### config.mk
export PLATFORM = sky130hd
export DESIGN_NAME = sar_adc_parallel_readout_ctrl
export DESIGN_NICKNAME = d
export VERILOG_FILES = /design/src/sar_ctrl_pkg.sv /design/src/sar_result_reg.sv /design/src/sar_adc_parallel_readout_ctrl.sv
export SDC_FILE = /design/constraint.sdc
export NUM_CORES = 1
export LEC_CHECK = 0
export ABC_AREA = 1
export BUFFER_PORTS_ARGS = -buffer_cell sky130_fd_sc_hd__buf_2
export CAP_MARGIN = 10
export CORE_MARGIN = 2
export CORE_UTILIZATION = 30
export DETAILED_ROUTE_END_ITERATION = 10
export PLACE_DENSITY_LB_ADDON = 0.05
export SLEW_MARGIN = 20
export SYNTH_ARGS = -nofsm -noshare
export SYNTH_HDL_FRONTEND = slang
export SYNTH_SLANG_ARGS = --single-unit
### constraint.sdc
create_clock -name clk_sys -period 1.25 [get_ports clk_sys]
set_input_delay 0.125 -clock clk_sys [delete_from_list [all_inputs] [get_ports clk_sys]]
set_output_delay 0.125 -clock clk_sys [all_outputs]
set_load 0.03 [all_outputs]
### src/sar_ctrl_pkg.sv
// package: constants, states and carriers for the converter sequencer
// assumes one 40 MHz system clock
package sar_ctrl_pkg;
    localparam int CLK_PERIOD_PS = 25000;
    localparam int CONV_TIME_NS = 4700;
    // longest time rounds down
    localparam int CONV_CYCLES = (CONV_TIME_NS * 1000) / CLK_PERIOD_PS;
    localparam int RESULT_WIDTH = 14;
    localparam int BYTE_WIDTH = 8;
    localparam int CNT_WIDTH = 9;
    localparam logic [13:0] RESULT_RESET = 14'h0000;
    localparam logic [13:0] BIPOLAR_OFFSET = 14'h2000;

    typedef enum logic [2:0] {
        ST_SHUTDOWN = 3'b000,
        ST_ACQUIRE  = 3'b001,
        ST_CONVERT  = 3'b011,
        ST_DONE     = 3'b010,
        ST_READ     = 3'b110,
        ST_STANDBY  = 3'b100
    } seq_state_t;

    typedef struct packed {
        logic [7:0] data;
        logic oeN;
    } bus_out_t;

    typedef struct packed {
        seq_state_t state;
        logic strobeLast;
        logic shutdownSel;
        logic refOn;
        logic eocN;
        logic [CNT_WIDTH-1:0] count;
        logic [13:0] result;
        bus_out_t bus;
    } seq_state_reg_t;
endpackage

### src/sar_result_reg.sv
// result holding register with byte steering onto the shared pins
// assumes sampled data arrive in the clock domain of clk_sys
`timescale 1ns/1ps
module sar_result_reg #(
    parameter int WIDTH = 14
) (
    input wire logic clk_sys,
    input wire logic srst,
    input wire logic clkEn,
    input wire logic load,
    input wire logic [WIDTH-1:0] loadData,
    input wire logic upperSel,
    output logic [7:0] byteOut,
    output logic [WIDTH-1:0] stored
);
    logic [WIDTH-1:0] store_reg;
    logic [15:0] wide;

    initial
    begin
        if (WIDTH > 16 || WIDTH < 9)
            $error("result width out of range");
    end

    always_ff @(posedge clk_sys)
    begin
        if (srst)
            store_reg <= '0;
        else if (clkEn && load)
            store_reg <= loadData;
    end

    always_comb
    begin
        wide = 16'h0000;
        // upper bits above result read as zero
        wide[WIDTH-1:0] = store_reg;
    end

    assign stored = store_reg;
    // RULE14 byte choice
    // RULE20 shared byte lanes
    assign byteOut = upperSel ? wide[15:8] : wide[7:0];
endmodule

### src/sar_adc_parallel_readout_ctrl.sv
// sequencer for strobe-driven acquisition, conversion and byte readout
// assumes all inputs synchronous to clk_sys; pin level resolution outside
// Operation
// RULE1 - first strobe fall with select low wakes device into acquisition
// RULE2 - strobe fall with select high ignored as a start
// RULE3 - host waits 12ms after shutdown wake before converting
// RULE4 - select at second fall chooses standby (low) or shutdown (high)
// RULE5 - shutdown turns reference off after conversion; standby keeps it on
// RULE6 - in standby, strobe fall with select low starts acquisition
// RULE7 - in shutdown, strobe fall with select low re-enables reference, acquires
// RULE8 - second strobe fall ends acquisition and starts conversion
// RULE9 - conversion finishes within 4.7us of second fall
// RULE10 - end-of-conversion output goes low when result valid
// RULE11 - data pins high impedance during acquisition and conversion
// RULE12 - third fall with select high drives data onto bus
// RULE13 - strobe high releases bus, then await next cycle
// RULE14 - byte-select low gives low byte, high gives high byte
// RULE15 - two top bits of high byte read zero
// RULE16 - result is 14 bits on three-state outputs
// RULE17 - offset binary for bipolar, straight binary for unipolar build
// RULE18 - host should pick shutdown for lowest current
// RULE19 - host should switch multiplexer right after acquisition
// RULE20 - low byte bits 0-7, high byte bits 8-13 on same pins
`timescale 1ns/1ps
module sar_adc_parallel_readout_ctrl #(
    parameter int RESULT_BITS = sar_ctrl_pkg::RESULT_WIDTH,
    parameter int CONV_LEN = sar_ctrl_pkg::CONV_CYCLES,
    parameter bit BIPOLAR = 1'b1
) (
    input wire logic clk_sys,
    input wire logic srst,
    input wire logic clkEn,
    input wire logic convStrobeN,
    input wire logic readSelect,
    input wire logic upper_byte_select,
    input wire logic [RESULT_BITS-1:0] sampleCode,
    output logic sampleHold,
    output logic sampleTake,
    output logic refEnable,
    output logic eocN,
    output logic [7:0] result_bitsOut,
    output logic result_bitsOeN
);
    sar_ctrl_pkg::seq_state_reg_t s_reg;
    sar_ctrl_pkg::seq_state_reg_t s_next;
    logic strobeFall;
    logic loadResult;
    logic [RESULT_BITS-1:0] codedSample;
    logic [7:0] byteVal;
    logic [RESULT_BITS-1:0] storedVal;

    initial
    begin
        if (RESULT_BITS != 14)
            $error("result width must be 14");
        if (CONV_LEN < 1 || CONV_LEN >= (1 << sar_ctrl_pkg::CNT_WIDTH))
            $error("conversion length out of range");
    end

    // RULE17 output coding
    assign codedSample = BIPOLAR ? (sampleCode ^ sar_ctrl_pkg::BIPOLAR_OFFSET) : sampleCode;
    assign strobeFall = s_reg.strobeLast && !convStrobeN;

    // RULE16 result store
    sar_result_reg #(
        .WIDTH(RESULT_BITS)
    ) u_result (
        .clk_sys(clk_sys),
        .srst(srst),
        .clkEn(clkEn),
        .load(loadResult),
        .loadData(codedSample),
        .upperSel(upper_byte_select),
        .byteOut(byteVal),
        .stored(storedVal)
    );

    always_comb
    begin
        s_next = s_reg;
        loadResult = 1'b0;
        s_next.strobeLast = convStrobeN;
        s_next.result = storedVal;
        case (s_reg.state)
            sar_ctrl_pkg::ST_SHUTDOWN, sar_ctrl_pkg::ST_STANDBY:
            begin
                // RULE2 select high ignored
                if (strobeFall && !readSelect)
                begin
                    // RULE1 RULE6 RULE7 wake and acquire
                    s_next.state = sar_ctrl_pkg::ST_ACQUIRE;
                    s_next.refOn = 1'b1;
                    s_next.eocN = 1'b1;
                end
            end
            sar_ctrl_pkg::ST_ACQUIRE:
            begin
                if (strobeFall)
                begin
                    // RULE8 enter hold
                    // RULE4 latch power choice
                    s_next.state = sar_ctrl_pkg::ST_CONVERT;
                    s_next.shutdownSel = readSelect;
                    s_next.count = '0;
                end
            end
            sar_ctrl_pkg::ST_CONVERT:
            begin
                // RULE9 bounded conversion time
                if (s_reg.count >= sar_ctrl_pkg::CNT_WIDTH'(CONV_LEN - 2))
                begin
                    loadResult = 1'b1;
                    // RULE10 flag result valid
                    s_next.eocN = 1'b0;
                    s_next.state = sar_ctrl_pkg::ST_DONE;
                    // RULE5 reference off in shutdown
                    s_next.refOn = !s_reg.shutdownSel;
                end
                else
                begin
                    s_next.count = s_reg.count + 1'b1;
                end
            end
            sar_ctrl_pkg::ST_DONE:
            begin
                if (strobeFall && readSelect)
                begin
                    // RULE12 load result onto bus
                    s_next.state = sar_ctrl_pkg::ST_READ;
                end
                else if (strobeFall)
                begin
                    // new cycle without reading
                    s_next.state = sar_ctrl_pkg::ST_ACQUIRE;
                    s_next.refOn = 1'b1;
                    s_next.eocN = 1'b1;
                end
            end
            sar_ctrl_pkg::ST_READ:
            begin
                if (convStrobeN)
                begin
                    // RULE13 release and wait
                    s_next.eocN = 1'b1;
                    s_next.state = s_reg.shutdownSel ? sar_ctrl_pkg::ST_SHUTDOWN : sar_ctrl_pkg::ST_STANDBY;
                end
            end
            default:
            begin
                s_next.state = sar_ctrl_pkg::ST_SHUTDOWN;
            end
        endcase
        // RULE11 drive only while reading
        s_next.bus.oeN = !(s_next.state == sar_ctrl_pkg::ST_READ);
        // RULE14 RULE15 byte on bus
        s_next.bus.data = (s_next.state == sar_ctrl_pkg::ST_READ) ? byteVal : 8'h00;
    end

    always_ff @(posedge clk_sys)
    begin
        if (srst)
        begin
            s_reg.state <= sar_ctrl_pkg::ST_SHUTDOWN;
            s_reg.strobeLast <= 1'b1;
            s_reg.shutdownSel <= 1'b1;
            s_reg.refOn <= 1'b0;
            s_reg.eocN <= 1'b1;
            s_reg.count <= '0;
            s_reg.result <= sar_ctrl_pkg::RESULT_RESET;
            s_reg.bus.data <= 8'h00;
            s_reg.bus.oeN <= 1'b1;
        end
        else if (clkEn)
        begin
            s_reg <= s_next;
        end
    end

    assign sampleHold = (s_reg.state == sar_ctrl_pkg::ST_CONVERT);
    assign sampleTake = loadResult;
    assign refEnable = s_reg.refOn;
    assign eocN = s_reg.eocN;
    assign result_bitsOut = s_reg.bus.data;
    assign result_bitsOeN = s_reg.bus.oeN;
endmodule

**Word-level counts from Yosys, hierarchy flattened**

Cells that the tools add are included.

- Word-level logic and storage cells: 64
- Register bits after elaboration: 39
- Bits of input ports: 20
- Output and inout port bits: 13

- Order comparisons: 1
- Bitwise gates (word level): 1
- Reduce and logical (&&, ||, !) cells: 17
- Eq/ne operators: 13
- Add/subtract/negate cells: 1
- Multiplexer cells: 22

Operators with widths:

| cell | number |
|---|---|
| 2-to-1 mux 3 bit | 7 |
| 2-to-1 mux 9 bit | 2 |
| case mux 9 bit (2 select lines) | 1 |
| 2-to-1 mux 8 bit | 2 |
| case mux 3 bit (5 select lines) | 1 |
| inequality test 2 bit (second input constant) | 6 |
| adder 9 x 1 -> 9 bit (second input constant) | 1 |
| == test 3 bit (second input constant) | 3 |
| >= comparator 9 x 8 -> 1 bit (second input constant) | 1 |
| 2-to-1 mux 2 bit | 4 |
| AND reduction 7 bit | 1 |
| == test 3 x 2 -> 1 bit (second input constant) | 2 |
| AND reduction 6 bit | 1 |
| logical AND 1 bit | 4 |
| zero test 1 bit | 4 |
| case mux 1 bit (4 select lines) | 1 |
| AND reduction 4 bit | 1 |
| nonzero test 4 bit | 1 |
| == test 3 x 1 -> 1 bit (second input constant) | 1 |
| zero test 3 bit | 1 |
| 2-to-1 mux 1 bit | 3 |
| case mux 1 bit (3 select lines) | 1 |
| AND reduction 3 bit | 1 |
| nonzero test 3 bit | 1 |
| 4 further kinds | 4 |

**Longest topological paths before layout**

- Depth in word-level cells: 7
- Depth in mapped cells: 11

**Modules after synthesis**

Synthesis repeated with hierarchy kept, for this count alone.

- Cell total of the unflattened synthesis: 322
- Area total of the unflattened synthesis: 2065.7 µm²

Modules (own cells, without submodules):

| module | times used | area an instance (µm²) | cells each | seq. area each (µm²) |
|---|---|---|---|---|
| sar_adc_parallel_readout_ctrl | 1 | 1416.4 | 218 | 500.5 |
| sar_result_reg | 1 | 649.4 | 104 | 280.3 |

**Worst setup path before layout**

No wires, ideal clock.

- Kind: reg-to-reg
- Start: reg s_reg[36] in the netlist's numbering
- End: reg s_reg[24] in the netlist's numbering
- Stages on the path, launching flop included: 8
- Path slack: -115 ps
- Data arrival time: 1300 ps
- Data required time: 1185 ps
- Period minus slack after synthesis: 1365 ps
- Cells stage by stage: dfxtp_1 > inv_1 > nor2_4 > inv_2 > or2_1 > nand3_1 > nand2_1 > nor2_1

- Longest elaborated chain between the ends: 3
- Elaborated cells on any way between the ends: 7
- Classes of those cells: eq/ne (4); mux (1); reduce/logical (2)

Ends and longest elaborated chain:

| what | line | text |
|---|---|---|
| from (decl) | sar_adc_parallel_readout_ctrl.sv:44 | `sar_ctrl_pkg::seq_state_reg_t s_reg;` |
| from (signal assigned) | sar_adc_parallel_readout_ctrl.sv:175 | `s_reg <= s_next;` |
| == test 3 x 2 -> 1 bit (*) | -- |  |
| named net sampleHold | sar_adc_parallel_readout_ctrl.sv:37 | `output logic sampleHold,` |
| inequality test 2 bit (no line) or nonzero test 2 bit (tied branches) | -- |  |
| AND reduction 4 bit (no line) | -- |  |

Mark *: on every way through the listed nets, which the timed path passes. The rest lies on a longest branch.
A chain may end at the register's enable or synchronous reset.

**Final worst setup path**

- Start: reg s_reg[23] in the netlist's numbering
- End: out sampleTake

- Longest elaborated chain between the ends: 3

Ends and longest elaborated chain:

| what | line | text |
|---|---|---|
| >= comparator 9 x 8 -> 1 bit | sar_adc_parallel_readout_ctrl.sv:110 | `if (s_reg.count >= sar_ctrl_pkg::CNT_WIDTH'(CONV_LEN - 2))` |
| 2-to-1 mux 1 bit | sar_adc_parallel_readout_ctrl.sv:110 |  |
| 2-to-1 mux 1 bit | sar_adc_parallel_readout_ctrl.sv:84 | `case (s_reg.state)` |
| to (decl) | sar_adc_parallel_readout_ctrl.sv:38 | `output logic sampleTake,` |

Every way passes these cells.

==> key figures <==
Timing
  – RSZ-0062 raised after global routing: true
  – Fin. Hold Viols: 0
  – Setup violations, final: 34
  – Final Cycle Share: 1.229
  – Final Max Slew Viols: 0
  – Actual slew at the worst max-slew pin: 293.1 ps
  – Fin worst setup slack: -286.0 ps
  – Worst clock skew: 9.584 ps
  – Peak Freq: 651.1 MHz
  – Slew margin rel.: 0.8046
  – Fin crit period: 1536 ps

Synth
  – Avg Inst Size Synth: 6.400 um^2
  – XOR/XNOR share of the synthesized area: 0.004263
  – Largest family of logic cells by synthesized area: simple AND/OR/NAND/NOR gates
  – Simple logic cell fraction of the synthesized area: 0.3770
  – Multiplexer area fraction after synthesis: 0
  – Synth Net Count: 343
  – Mapped Area: 0.002054 mm^2
  – Gate Count Post-Synth: 321
  – Synth Register Bits: 39
  – YS warnings: 0
  – Complex-gate fraction of the synthesized area: 0.1078
  – Adder-cell share of the synthesized area: 0.01218
  – Post-synthesis sequential area ratio: 0.3800
  – Synth cell types: 26

Placed design
  – Post-Place Cells: 449
  – IO Port Bufs: 32
  – Placed Area: 0.002501 mm^2
  – Placer congestion estimate: 0.7565
  – Dpl hpwl: 3777 um

Final layout
  – Finished Layout Cells: 470
  – Nets: 411
  – Post-route cell area: 0.003049 mm^2
  – Diodes inserted: 0
  – Share of cells above drive strength 1: 0.4000
  – P&R area growth vs syn: 48.42%

CTS
  – CTS Buf Count: 5
  – Later-pin clock latency in the skew report: 300 ps
  – Worst-path clk slew: 90 ps
  – CTS max path bufs: 2
  – TritonCTS Sinks: 39
  – # hold bufs at CTS: 0
  – # H-tree levels: 2
  – Root buffer cell: clkbuf_8
  – CTS tree: done

Floorplan
  – Rows: 30
  – Chip width: 86.76 um
  – Die area: 0.007526 mm^2
  – CORE AREA: 0.006719 mm^2
  – Die Ht: 86.76 um
  – Starting Density: 0.3058
  – IO Pins: 33

Global routing
  – Number of global-route vias before repair: 1,946
  – Initial antenna violation count: 0
  – Largest net degree at the start of global routing: 29
  – First-pass GRT wire length: 9377 um
  – Grt total ovfl: 0
  – Total GRT Usage: 0.1577

Run status
  – Failing checks: negative setup slack
  – Outcome: finished with violations

Power
  – IR drop worst, VDD: 364.9 uV
  – Pwr dens: 845.7 mW/mm^2
  – Total leakage power: 1.381 nW

Drt
  – Wire length per cell: 12.73 um
  – Met2 routed WL: 2810 um
  – Vias/cell: 4.602
  – Highest Signal Layer: met4
  – Vias: 2,163
  – Drt pass-1 iters: 4
  – DRT antenna net count: 0
  – Total wire length: 5984 um
  – Number of DRC markers in iteration 0: 30
  – Met1 Routed Length: 2957 um
  – DRC viols: 0
  – DR WL met3: 142 um

Setup path
  – Setup CP Type: flop to primary output
  – Worst setup EP type: primary output
  – Critical path arrival: 1410 ps
  – Startpoint Class: flop
  – Worst-path maximum fanout: 2
  – Critical Path RT: 1120 ps

Hold path
  – Hold/Removal Path Class: input pin to flop

Run
  – Max_cap viols: 0
## layer usage
layer	vias up	track usage
li1	1144	-
met1	983	0.2134
met5	-	0
met2	28	0.2538
met3	8	0.03048
met4	0	0.04830
## per-stage QoR
step	utilization	power (W)	setup WS, ps	TNS, ps	hold slack, ps
detailed placement	0.3723	0.001636	-179.4	-4192	351.4
global placement	0.3723	0.001639	-173.4	-4210	343.4
global route	0.4538	0.002714	-401.3	-9881	44.79
finish	0.4538	0.002579	-286.0	-5882	41.44
floorplan	-	0.001482	-81.84	-1909	259.9
CTS	0.4052	0.002570	-265.2	-5881	36.20
## cells in the mapped netlist
cell type	instances	area (um^2)
nand2_1	87	326.6
nor2_1	53	198.9
dfxtp_1	39	780.8
inv_1	35	131.4
a21oi_1	27	135.1
nand3_1	27	135.1
o21ai_0	13	65.06
buf_4	8	60.06
clkbuf_1	4	15.01
nor3_1	4	20.02
buf_2	3	15.01
nand4_1	3	18.77
clkinv_1	2	7.510
ha_1	2	25.02
nand2_2	2	12.51
o211ai_1	2	15.01
a31oi_1	1	6.260
buf_6	1	11.26
inv_2	1	3.750
nand2_4	1	11.26
nand3_2	1	10.01
nand3_4	1	17.52
nor2_2	1	6.260
nor2_4	1	11.26
or2_1	1	6.260
xor2_1	1	8.760
## critical path, stage by stage (launching register included)
cell	delay [ps]
dfxtp_2	340
inv_2	50
ha_4	140
nand2_1	50
nor2_1	40
nand2_1	110
nand3_2	120
nand2_4	110
inv_2	40
buf_6	120
## kinds of logic after synthesis
kind of cell / Yosys count
AOI/OAI and AO/OA: 43
xor gates and xnor gates: 1
adders and majority gates: 2
buffers and inverters: 54
DFF: 39
and+or+nand+nor: 182
## placed cells by master (no fill, tap or decap), drive strengths merged, types with 3 or more instances in the layout
master and count:
nand2 92, nand3 29, o21ai 13, a21oi 27, clkbuf 7, nor3 4
inv 36, nand4 3, nor2 55, dfxtp 39, buf 72, clkinv 3
## path summary, 6_finish.rpt
check | startpoint | endpoint | slack (ps) | cells after the start
setup / recovery | s_reg[23] | sampleTake | -290 | 9
setup reg to reg | s_reg[23] | u_result.stored[11] | -270 | 11
hold reg to reg | s_reg[31] | s_reg[31] | 450 | 2
hold / removal | sampleCode[0] | u_result.stored[0] | 40 | 3
## cell type report
type | count | area [um^2]
Sequential cell | 39 | 789.5
Inverter | 38 | 145.1
Tap cell | 80 | 100.1
Timing Repair Buffer | 75 | 635.6
Fill cell | 701 | 3670
Multi-Input combinational cell | 230 | 1290
Clock inverter | 3 | 20.02
Clock buffer | 5 | 68.82
## power breakdown
| group | total [W] | internal, W | switching (W) |
|---|---|---|---|
| sequential | 0.00128 | 0.00127 | 0.0000164 |
| combinational | 0.000407 | 0.000167 | 0.000240 |
| clock | 0.000890 | 0.000389 | 0.000501 |
| total | 0.00258 | 0.00182 | 0.000757 |
## timing repair
action                     4_1_cts  5_1_grt
pin swaps                        5       18
gates cloned                     2        5
gates resized for setup         23       64
setup endpoints to repair       39       40
buffers inserted                 2        4
Power figures use the tool's default switching activity.
